--- src/include/pmvt_pkg.sv ---
// Constants, types and encodings for the program sequencer.
// Assumes one 50 MHz core clock and a synchronous one-cycle ROM outside.
// Overview of operation
// - Program memory is 8K words of 16 bits and holds both vectors, user code and a reserved tail.
// - The reset vector is the single word at address zero, the first one run after any reset.
// - Power-on gives timeout 1 / power-down 0, watchdog 0 / 0, external reset 1 / 1.
// - Any reset loads the program counter with zero and every register with its default.
// - Both reset-cause flags can be read as bits of the processor flag register.
// - Taking an interrupt pushes the program counter and continues at word address eight.
// - One interrupt vector word serves every interrupt source alike.
// - Save copies accumulator and flags to a shadow, restore copies them back, cause bits untouched.
// - The shadow is one level deep, so a second save overwrites the first.
// - The table read addresses ROM with upper index bits 0-4 as bits 8-12 and the lower index as bits 0-7.
// - The table read puts the low byte in the accumulator and the high byte in the result register.
// - Incrementing the lower index past 0xFF wraps it and leaves the upper index alone.
package pmvt_pkg;
    localparam int PM_WORDS = 8192;
    localparam int ADDR_W = $clog2(PM_WORDS);
    localparam int STACK_DEPTH = 8;
    localparam int PTR_W = $clog2(STACK_DEPTH);
    localparam logic [PTR_W-1:0] STACK_STEP = 3'h1;
    localparam logic [ADDR_W-1:0] RESET_VEC = 13'h0000;
    localparam logic [ADDR_W-1:0] IRQ_VEC = 13'h0008;
    localparam logic [ADDR_W-1:0] PC_STEP = 13'h0001;
    localparam logic [7:0] BYTE_STEP = 8'h01;
    localparam logic [7:0] BYTE_RESET = 8'h00;
    localparam logic [7:0] FLAG_RESET = 8'h00;
    localparam int CARRY_FLAG_BIT = 0;
    localparam int POWER_DOWN_FLAG_BIT = 6;
    localparam int TIMEOUT_FLAG_BIT = 7;
    // Cause flags as {timeout_flag, power_down_flag}
    localparam logic [1:0] CAUSE_FL_POR = 2'h2;
    localparam logic [1:0] CAUSE_FL_WDT = 2'h0;
    localparam logic [1:0] CAUSE_FL_EXT = 2'h3;

    typedef enum logic [1:0] {
        CAUSE_POWER_ON = 2'h0,
        CAUSE_WATCHDOG = 2'h1,
        CAUSE_EXTERNAL = 2'h2
    } pmvt_cause_t;

    typedef enum logic [3:0] {
        OP_NOP = 4'h0,
        OP_JMP = 4'h1,
        OP_LD_ACC = 4'h2,
        OP_LD_HI = 4'h3,
        OP_LD_LO = 4'h4,
        OP_INC_HI = 4'h5,
        OP_INC_LO = 4'h6,
        OP_BANK_ZERO_ADD = 4'h7,
        OP_SAVE_CTX = 4'h8,
        OP_RESTORE_CTX = 4'h9,
        OP_ROM_TABLE_READ = 4'hA,
        OP_INTERRUPT_RETURN = 4'hB,
        OP_WR_FLAG = 4'hC
    } pmvt_op_t;

    typedef enum logic [2:0] {
        ST_IDLE = 3'h1,
        ST_ADDR = 3'h2,
        ST_DATA = 3'h4
    } pmvt_state_t;

    typedef struct packed {
        logic valid;
        pmvt_op_t op;
        logic [ADDR_W-1:0] target;
        logic [7:0] data;
    } pmvt_cmd_t;

    typedef struct packed {
        logic [7:0] acc;
        logic [7:0] flags;
    } pmvt_ctx_t;
endpackage

--- src/rtl/pmvt_ctx_buf.sv ---
// One-level shadow store for accumulator and flags.
// Assumes the caller raises save for one cycle per save instruction.
module pmvt_ctx_buf
    import pmvt_pkg::*;
(
    // Clock and reset
    input wire logic clk_sys,
    input wire logic reset,
    // Save request
    input wire logic save,
    input wire pmvt_ctx_t ctx_in,
    // Stored context
    output pmvt_ctx_t ctx_q
);
    // Single slot, no depth: nesting is the program's problem
    always_ff @(posedge clk_sys or posedge reset)
    begin
        if (reset)
            ctx_q <= '0;
        else if (save)
            ctx_q <= ctx_in;
    end
endmodule

--- src/rtl/pmvt_pc_stack.sv ---
// Return address stack for interrupts.
// Assumes push and pop never come in the same cycle; overflow wraps silently.
module pmvt_pc_stack
    import pmvt_pkg::*;
(
    // Clock and reset
    input wire logic clk_sys,
    input wire logic reset,
    // Stack operations
    input wire logic push,
    input wire logic pop,
    input wire logic [ADDR_W-1:0] push_addr,
    // Top entry
    output logic [ADDR_W-1:0] top_addr
);
    logic [PTR_W-1:0] ptr_q;
    logic [ADDR_W-1:0] slot_q [STACK_DEPTH];

    always_ff @(posedge clk_sys or posedge reset)
    begin
        if (reset)
            ptr_q <= '0;
        else if (push)
            ptr_q <= ptr_q + STACK_STEP;
        else if (pop)
            ptr_q <= ptr_q - STACK_STEP;
    end

    for (genvar i = 0; i < STACK_DEPTH; i++)
    begin : g_slot
        always_ff @(posedge clk_sys or posedge reset)
        begin
            if (reset)
                slot_q[i] <= '0;
            else if (push && ptr_q == PTR_W'(i))
                slot_q[i] <= push_addr;
        end
    end

    assign top_addr = slot_q[ptr_q - STACK_STEP];
endmodule

--- src/rtl/pmvt_prog_seq.sv ---
// Program counter, vectors, reset cause, context save and table read.
// Assumes the core decodes instructions into cmd_in and that the ROM
// returns rom_data_in one cycle after the address and read strobe.
module pmvt_prog_seq
    import pmvt_pkg::*;
(
    // Clock and reset
    input wire logic clk_sys,
    input wire logic reset,
    // Reset cause, valid at the first edge after release
    input wire pmvt_cause_t cause_in,
    // Decoded instruction and interrupt service request
    input wire pmvt_cmd_t cmd_in,
    input wire logic irq_take,
    // Program memory read port
    output logic [ADDR_W-1:0] rom_addr_q,
    output logic rom_rd_q,
    input wire logic [15:0] rom_data_in,
    // Core state
    output logic [ADDR_W-1:0] pc_q,
    output logic [7:0] acc_q,
    output logic [7:0] proc_flag_q,
    output logic [7:0] idx_hi_q,
    output logic [7:0] idx_lo_q,
    output logic [7:0] rom_hi_q,
    output logic busy_q,
    output logic irq_ack_q
);
    pmvt_state_t state_q;
    logic cap_done_q;
    logic idle_ok;
    logic irq_acc;
    logic cmd_acc;
    logic [8:0] lo_sum;
    logic [ADDR_W-1:0] stack_top;
    logic [15:0] tbl_addr;
    pmvt_ctx_t ctx_now;
    pmvt_ctx_t ctx_saved;

    function automatic logic [1:0] cause_flags(input pmvt_cause_t c);
        case (c)
            CAUSE_POWER_ON: cause_flags = CAUSE_FL_POR;
            CAUSE_WATCHDOG: cause_flags = CAUSE_FL_WDT;
            CAUSE_EXTERNAL: cause_flags = CAUSE_FL_EXT;
            default: cause_flags = CAUSE_FL_POR;
        endcase
    endfunction

    // New flag value with the reset-cause bits kept from the old one
    function automatic logic [7:0] keep_cause(input logic [7:0] nv, input logic [7:0] ov);
        logic [7:0] r;
        r = nv;
        r[TIMEOUT_FLAG_BIT] = ov[TIMEOUT_FLAG_BIT];
        r[POWER_DOWN_FLAG_BIT] = ov[POWER_DOWN_FLAG_BIT];
        return r;
    endfunction

    function automatic logic is_op(input pmvt_cmd_t c, input pmvt_op_t o);
        return c.op == o;
    endfunction

    // Interrupt wins over an instruction in the same cycle
    assign idle_ok = cap_done_q && state_q == ST_IDLE;
    assign irq_acc = idle_ok && irq_take;
    assign cmd_acc = idle_ok && !irq_take && cmd_in.valid;
    assign lo_sum = {1'b0, idx_lo_q} + {1'b0, acc_q};
    assign tbl_addr = {idx_hi_q, idx_lo_q};
    assign ctx_now = '{acc: acc_q, flags: proc_flag_q};

    pmvt_ctx_buf u_ctx (
        .clk_sys(clk_sys),
        .reset(reset),
        .save(cmd_acc && is_op(cmd_in, OP_SAVE_CTX)),
        .ctx_in(ctx_now),
        .ctx_q(ctx_saved)
    );

    pmvt_pc_stack u_stack (
        .clk_sys(clk_sys),
        .reset(reset),
        .push(irq_acc),
        .pop(cmd_acc && is_op(cmd_in, OP_INTERRUPT_RETURN)),
        .push_addr(pc_q),
        .top_addr(stack_top)
    );

    // Cause is sampled after release, never inside the async reset
    always_ff @(posedge clk_sys or posedge reset)
    begin
        if (reset)
            cap_done_q <= 1'b0;
        else
            cap_done_q <= 1'b1;
    end

    always_ff @(posedge clk_sys or posedge reset)
    begin
        if (reset)
            pc_q <= RESET_VEC;
        else if (irq_acc)
            pc_q <= IRQ_VEC;
        else if (cmd_acc)
        begin
            case (cmd_in.op)
                OP_JMP: pc_q <= cmd_in.target;
                OP_INTERRUPT_RETURN: pc_q <= stack_top;
                default: pc_q <= pc_q + PC_STEP;
            endcase
        end
    end

    always_ff @(posedge clk_sys or posedge reset)
    begin
        if (reset)
            irq_ack_q <= 1'b0;
        else
            irq_ack_q <= irq_acc;
    end

    always_ff @(posedge clk_sys or posedge reset)
    begin
        if (reset)
            proc_flag_q <= FLAG_RESET;
        else if (!cap_done_q)
            {proc_flag_q[TIMEOUT_FLAG_BIT], proc_flag_q[POWER_DOWN_FLAG_BIT]}
                <= cause_flags(cause_in);
        else if (cmd_acc)
        begin
            case (cmd_in.op)
                OP_BANK_ZERO_ADD: proc_flag_q[CARRY_FLAG_BIT] <= lo_sum[8];
                OP_WR_FLAG: proc_flag_q <= keep_cause(cmd_in.data, proc_flag_q);
                OP_RESTORE_CTX: proc_flag_q <= keep_cause(ctx_saved.flags, proc_flag_q);
                default: proc_flag_q <= proc_flag_q;
            endcase
        end
    end

    always_ff @(posedge clk_sys or posedge reset)
    begin
        if (reset)
            acc_q <= BYTE_RESET;
        else if (state_q == ST_DATA)
            acc_q <= rom_data_in[7:0];
        else if (cmd_acc)
        begin
            case (cmd_in.op)
                OP_LD_ACC: acc_q <= cmd_in.data;
                OP_RESTORE_CTX: acc_q <= ctx_saved.acc;
                default: acc_q <= acc_q;
            endcase
        end
    end

    always_ff @(posedge clk_sys or posedge reset)
    begin
        if (reset)
            rom_hi_q <= BYTE_RESET;
        else if (state_q == ST_DATA)
            rom_hi_q <= rom_data_in[15:8];
    end

    // The lower index never carries into the upper one by itself
    always_ff @(posedge clk_sys or posedge reset)
    begin
        if (reset)
        begin
            idx_hi_q <= BYTE_RESET;
            idx_lo_q <= BYTE_RESET;
        end
        else if (cmd_acc)
        begin
            case (cmd_in.op)
                OP_LD_HI: idx_hi_q <= cmd_in.data;
                OP_LD_LO: idx_lo_q <= cmd_in.data;
                OP_INC_HI: idx_hi_q <= idx_hi_q + BYTE_STEP;
                OP_INC_LO: idx_lo_q <= idx_lo_q + BYTE_STEP;
                OP_BANK_ZERO_ADD: idx_lo_q <= lo_sum[7:0];
                default: idx_lo_q <= idx_lo_q;
            endcase
        end
    end

    // Table read: address cycle, data cycle, then back to idle
    always_ff @(posedge clk_sys or posedge reset)
    begin
        if (reset)
        begin
            state_q <= ST_IDLE;
            rom_addr_q <= RESET_VEC;
            rom_rd_q <= 1'b0;
            busy_q <= 1'b1;
        end
        else
        begin
            case (state_q)
                ST_IDLE:
                begin
                    if (cmd_acc && is_op(cmd_in, OP_ROM_TABLE_READ))
                    begin
                        state_q <= ST_ADDR;
                        // Only 8K words exist, upper index bits 5-7 (address bits 13-15) drop out
                        rom_addr_q <= tbl_addr[ADDR_W-1:0];
                        rom_rd_q <= 1'b1;
                        busy_q <= 1'b1;
                    end
                    else
                    begin
                        rom_rd_q <= 1'b0;
                        busy_q <= 1'b0;
                    end
                end
                ST_ADDR:
                begin
                    state_q <= ST_DATA;
                    rom_rd_q <= 1'b0;
                    busy_q <= 1'b1;
                end
                ST_DATA:
                begin
                    state_q <= ST_IDLE;
                    busy_q <= 1'b0;
                end
                default:
                begin
                    state_q <= ST_IDLE;
                    rom_rd_q <= 1'b0;
                    busy_q <= 1'b0;
                end
            endcase
        end
    end
endmodule

--- config.mk ---
export PLATFORM = sky130hd
export DESIGN_NAME = pmvt_prog_seq
export DESIGN_NICKNAME = d
export VERILOG_FILES = /design/src/include/pmvt_pkg.sv /design/src/rtl/pmvt_ctx_buf.sv /design/src/rtl/pmvt_pc_stack.sv /design/src/rtl/pmvt_prog_seq.sv
export SDC_FILE = /design/constraint.sdc
export NUM_CORES = 1
export LEC_CHECK = 0
export BUFFER_PORTS_ARGS = -buffer_cell sky130_fd_sc_hd__buf_2
export CAP_MARGIN = 20
export CELL_PAD_IN_SITES_DETAIL_PLACEMENT = 1
export CELL_PAD_IN_SITES_GLOBAL_PLACEMENT = 1
export CORE_MARGIN = 4
export CORE_UTILIZATION = 47
export DETAILED_ROUTE_END_ITERATION = 6
export GPL_ROUTABILITY_DRIVEN = 0
export GPL_TIMING_DRIVEN = 0
export PLACE_DENSITY = 0.89
export REMOVE_ABC_BUFFERS = 1
export SETUP_SLACK_MARGIN = 0.5
export SYNTH_ARGS = -nofsm -noshare
export SYNTH_HDL_FRONTEND = slang
export SYNTH_SLANG_ARGS = --single-unit
export TNS_END_PERCENT = 5
--- constraint.sdc ---
create_clock -name clk_sys -period 9.57 [get_ports clk_sys]
set_input_delay 1.914 -clock clk_sys [delete_from_list [all_inputs] [get_ports clk_sys]]
set_output_delay 1.914 -clock clk_sys [all_outputs]
set_load 0.01 [all_outputs]
==> results of run 1 <==
## final cells by class
| type | count | area, um2 | share of cell area, % |
|---|---|---|---|
| flip-flops and latches | 194 | 4857 | 43.36 |
| multi-input cells | 548 | 4636 | 41.38 |
| repair buffers | 123 | 706.9 | 6.310 |
| clock buffers | 18 | 429.2 | 3.831 |
| well taps | 270 | 337.8 | 3.015 |
| clock inverters | 14 | 183.9 | 1.642 |
| inverters | 12 | 52.55 | 0.4691 |
## flip-flops by register name (all words and copies together) (netlist names)
register        cells
u_stack.slot_q    104
idx_lo_q            8
cap_done_q          1
busy_q              1
u_stack.ptr_q       3
state_q             3
pc_q               13
irq_ack_q           1
acc_q               8
rom_hi_q            8
rom_addr_q         13
idx_hi_q            8
rom_rd_q            1
proc_flag_q         8
u_ctx.ctx_q        14
## kinds of logic after synthesis
logic type	share of synthesized area [%]
buffers and inverters	2.872
adder cells (fa/ha/maj)	2.513
AND/OR/NAND/NOR	9.771
multiplexers	24.73
AO/OA/AOI/OAI	9.129
other	0.03843
XOR/XNOR	1.167
flip-flops	49.78
## through the flow
stage	util (%)	total power [W]	hold slack [ns]	cells
final	55.19	0.002603	0.4799	1179
after global routing	55.19	0.002741	0.5062	1179
after CTS	55.15	0.002626	0.4848	1178
after detailed placement	52.13	0.001869	0.4677	1146
after global placement	51.41	0.001769	0.4561	1139
after floorplan	-	0.001589	0.4446	754
## path summary, 6_finish.rpt
| path | endpoint | cells past startpoint | slack [ns] | startpoint |
|---|---|---|---|---|
| worst max-delay path | idx_lo_q[7]$_DFFE_PP0P_ | 6 | 5.64 | cmd_in[24] |
| worst min-delay path | rom_rd_q$_DFFE_PP0N_ | 2 | 0.48 | rom_rd_q$_DFFE_PP0N_ |
| worst max register to register | pc_q[6]$_DFFE_PP0P_ | 8 | 5.99 | u_stack.ptr_q[0]$_DFFE_PP0P_ |
| worst min register to register | rom_rd_q$_DFFE_PP0N_ | 2 | 0.48 | rom_rd_q$_DFFE_PP0N_ |
| max in group asynchronous | u_stack.slot_q[95]$_DFFE_PP0P_ | 3 | 7.10 | reset |
| min in group asynchronous | rom_hi_q[7]$_DFFE_PP0P_ | 2 | 1.54 | reset |
## synth_stat cells, types with 4 or more instances
cell / number / area [um2]
xnor2_1: 4 / 35.03
mux4_2: 26 / 585.6
nor2_1: 30 / 112.6
o22a_1: 5 / 43.79
buf_2: 23 / 115.1
nor3_1: 15 / 75.07
inv_1: 12 / 45.04
and2_1: 4 / 25.02
a22o_1: 4 / 35.03
nand2_1: 59 / 221.5
nor2b_1: 10 / 62.56
nor3b_1: 5 / 37.54
mux2_4: 10 / 150.1
xor2_1: 9 / 78.83
o21ai_0: 56 / 280.3
a21oi_1: 25 / 125.1
clkbuf_1: 27 / 101.4
and3_1: 13 / 81.33
ha_1: 18 / 225.2
nand4_1: 5 / 31.28
a22oi_1: 6 / 45.04
mux2i_1: 18 / 180.2
a221oi_1: 7 / 61.31
a31oi_1: 7 / 43.79
dfrtp_1: 192 / 4805
nand2b_1: 8 / 50.05
nand3_1: 23 / 115.1
mux2_2: 133 / 1498
## where the power goes
group / internal [W] / total, W / switching [W]
logic: 0.000380 / 0.000727 / 0.000347
clock network: 0.000379 / 0.000743 / 0.000365
registers: 0.000983 / 0.00113 / 0.000149
total: 0.00174 / 0.00260 / 0.000861
## per-layer routing
layer	track usage, %	vias to the layer above
li1	-	3138
met1	29.81	3709
met2	41.96	250
met3	4.977	65
met4	10.02	0
met5	0	-
## worst min-delay path: stages, from the launching register on
cell	delay, ns
dfrtp_1	0.34
nand2_1	0.05
nand2_1	0.06
==> impl_metrics.tcl, run 1 <==
set metrics [dict create \
    place_area_mm2 0.01058 \
    wl_per_cell_um 23.41 \
    end_kind "flip-flop" \
    max-slew-margin-rel_pct 29.30 \
    finalClockSkew_ns 0.01130 \
    ios 116 \
    hp-class "flip-flop to flip-flop" \
    grt_pass1_wl_um 44660 \
    place_worst_setup_slack_ns 5.209 \
    drt-total-wl_um 27600 \
    fmax_mhz 254.3 \
    cts_tree "yes" \
    syn_area_mm2 0.009758 \
    dieArea_mm2 0.02313 \
    cts_sinks 194 \
    p_leak_nw 5.433 \
    drc_errors 0 \
    fin_setup_tns_ns 0 \
    nNetsFinal 962 \
    wl_met3_um 1492 \
    nFillCells 2138 \
    path_delay_family "simple AND/OR/NAND/NOR gates" \
    grt_max_degree 100 \
    cp_cell_sequence "buf_2 > nor2b_1 > nand4_1 > nand2b_1 > or4b_1 > o311ai_0" \
    drt_iter0_drc 356 \
    synth_seq_cells 194 \
    grt_setup_unrepaired "false" \
    power_density_mw_per_mm2 232.3 \
    cp-start-kind "input port" \
    clock_latency_ns 0.45 \
    cp.required_ns 9.90 \
    crit_type "input port to flip-flop" \
    cts-root-buf "clkbuf_16" \
    cap_violations 0 \
    die_height_um 152.1 \
    numCtsBuffers 17 \
    dr.pass1.iters 4 \
    ctsHoldBuffers 0 \
    antenna_found_initial 0 \
    post-dp-hpwl_um 18480 \
    synth_edf_count 0 \
    diodes 0 \
    synthCells 807 \
    timing.final.ws_setup_ns 5.637 \
    vdd_drop_max_v 0.0001223 \
    post-cts-setup-buffers 0 \
    outcome "finished, final reports clean" \
    port_buffers 115 \
    worst_pin_slew_ns 1.055 \
    ctsHtreeMaxLevel 4 \
    most-common-layout-cells "dfrtp_1, mux2_2, buf_2" \
    async_reset_ff_share_pct 100.0 \
    synth_flop_cell "dfrtp_1" \
    track_usage_pct 24.28 \
    gr-total-overflow 0 \
    top_layer "met4" \
    yosys_warnings 0 \
    worstPathMaxFanout 21 \
    clock_path_buffers 2 \
    drtAntennaViolNets 0 \
    core_mm2 0.02030 \
    die_w_um 152.1 \
    final_max_slew_viol_count 0 \
    crit_arrival_ns 4.26 \
    drive_gt1_share_pct 36.96 \
    critPathMaxStageDelay_ns 0.62 \
    via_per_inst 6.075 \
    cp_slowest_cell "nand4_1" \
    vias 7162 \
    wl_met1_um 10970 \
    synth_cell_types 64 \
    finalHoldViolations 0 \
    fin_crit_ns 3.933 \
    layout_commonest_cell "dfrtp_1" \
    wl_met2_um 14210 \
    rows 52 \
    critPathBufInv 1 \
    setup_viol 0 \
    yosysSeqAreaShare_pct 49.78 \
    initial_core_util_pct 48.07 \
    fin_crit_sh_pct 41.10 \
    area_growth_pct 14.81 \
    clkTransAtPathRegs_ns 0.07 \
    final_cell_area_mm2 0.01120 \
    cts_resized 0 \
    grt_pass1_vias 8019 \
    postSynthAreaPerCell_um2 12.09 \
]
Power figures use the tool's default switching activity.
==> run 2, diff against run 1 <==
Settings changed: CORE_UTILIZATION 47 to 43, PLACE_DENSITY 0.89 to 0.86.
Clock period 9.57 ns to 3.6 ns, I/O delays scaled along.
==> run 2 against run 1 <==
Critical path depth up 2. Critical endpoint is now pc_q[12]$_DFFE_PP0P_. Non-clock buffer count down 1. Largest cell class unchanged. Setup slack worse by 5.2 ns. First-iteration DRC count up 15%. Hold slack worse by 0.15 ns. Critical path type is now flip-flop to flip-flop. Global-route usage down 2.0 points. Largest power group unchanged. Core utilization down 4.4 points. Die area up 8.8%.
==> impl_metrics.tcl, run 2 (synthesized netlist as in run 1, its figures left out) <==
set metrics [dict create \
    max-slew-margin-rel_pct 31.85 \
    clkTransAtPathRegs_ns 0.08 \
    fin_crit_ns 3.172 \
    via_per_inst 5.952 \
    ctsHoldBuffers 0 \
    layout_commonest_cell "dfrtp_1" \
    grt_pass1_wl_um 43170 \
    port_buffers 115 \
    drc_errors 0 \
    grt_setup_unrepaired "true" \
    worstPathMaxFanout 15 \
    drtAntennaViolNets 0 \
    ctsHtreeMaxLevel 4 \
    vias 7077 \
    placed_cells 1156 \
    cts-root-buf "clkbuf_16" \
    ios 116 \
    reg_top3 "u_stack.slot_q (104), u_ctx.ctx_q (14)" \
    final_max_slew_viol_count 0 \
    worst_pin_slew_ns 1.020 \
    setup_viol 0 \
    post-dp-hpwl_um 18330 \
    dr.pass1.iters 5 \
    crit_arrival_ns 3.52 \
    vdd_drop_max_v 0.0003381 \
    most-common-layout-cells "dfrtp_1, mux2_2, buf_2" \
    cts_tree "yes" \
    hp-class "input port to async pin" \
    core_mm2 0.02209 \
    end_kind "flip-flop" \
    clock_latency_ns 0.45 \
    gr-total-overflow 0 \
    antenna_found_initial 1 \
    grt_max_degree 111 \
    stdcell_count 1189 \
    drive_gt1_share_pct 37.22 \
    clock_path_buffers 2 \
    rows 54 \
    cts_sinks 194 \
    cp-start-kind "flip-flop" \
    crit_type "flip-flop to flip-flop" \
    outcome "finished, final reports clean" \
    p_leak_nw 5.438 \
    dieArea_mm2 0.02517 \
    power_density_mw_per_mm2 619.0 \
    grt_pass1_vias 7666 \
    nNetsFinal 961 \
    largest_register_ffs 104 \
    worst_hold_slack_ns 0.3343 \
    cap_violations 0 \
    numCtsBuffers 17 \
    area_growth_pct 15.05 \
    finalClockSkew_ns 0.01116 \
    fin_crit_sh_pct 88.12 \
    initial_core_util_pct 44.17 \
    finalHoldViolations 0 \
    cp.required_ns 3.95 \
    track_usage_pct 22.28 \
    drt-total-wl_um 27390 \
    power_w 0.006949 \
    nFillCells 2328 \
    fmax_mhz 315.2 \
    die_w_um 158.6 \
    die_height_um 158.6 \
    drt_iter0_drc 409 \
    regMostFlops "u_stack.slot_q" \
    wl_per_cell_um 23.04 \
]
[run 2: cell type report]
class / instances / area [um2] / area share (%)
clock inverters: 14 / 178.9 / 1.594
repair buffers: 122 / 691.9 / 6.163
diodes: 1 / 2.502 / 0.02229
inverters: 12 / 52.55 / 0.4681
clock buffers: 18 / 439.2 / 3.912
well taps: 280 / 350.3 / 3.120
flip-flops and latches: 194 / 4858 / 43.27
multi-input cells: 548 / 4653 / 41.45
[run 2: stage by stage]
step	setup WS, ns	utilization (%)	instance area, um2	TNS [ns]
after floorplan	-2.401	-	9523	-462.86
after global placement	-4.645	47.29	10450	-907.37
after detailed placement	0.1393	47.92	10590	0
after CTS	0.4066	50.76	11210	0
after global routing	0.2857	50.82	11230	0
final	0.4278	50.82	11230	0
[run 2: timing repair]
item | in CTS | in global routing
setup endpoints to repair | 13 | 13
gates resized for setup | 3 | 1
hold endpoints to repair | 0 | 0
setup buffers | 0 | 0
[run 2: per-layer routing]
layer	part of all wire (%)	vias up	global-route usage, %
met1	43	3658	28.99
met2	50	225	37.72
li1	-	3139	-
met3	5.0	55	3.751
met5	0	-	0
met4	2.5	0	7.920
[run 2: worst max-delay path: stages, from the launching register on]
cell and delay (ns):
dfrtp_2 0.67, buf_16 0.22, inv_1 0.13, ha_1 0.26, xor2_1 0.58, and2_2 0.48
a22oi_1 0.17, and3_1 0.24, o41ai_1 0.31
[run 2: final timing paths]
kind	start	endpoint	slack (ns)	cells after the start
min reg2reg	rom_rd_q$_DFFE_PP0N_	rom_rd_q$_DFFE_PP0N_	0.49	2
max reg2reg	u_stack.ptr_q[0]$_DFFE_PP0P_	pc_q[12]$_DFFE_PP0P_	0.43	8
max	u_stack.ptr_q[0]$_DFFE_PP0P_	pc_q[12]$_DFFE_PP0P_	0.43	8
min	reset	rom_hi_q[7]$_DFFE_PP0P_	0.33	2
max in group asynchronous	reset	u_stack.slot_q[4]$_DFFE_PP0P_	2.31	3
min in group clk_sys	cause_in[0]	proc_flag_q[7]$_DFFE_PP0N_	0.46	2
[run 2: power breakdown]
group,switching [W],internal [W]
Clock,0.000987,0.00102
Combinational,0.000924,0.00101
Sequential,0.000393,0.00261
Total,0.00230,0.00464
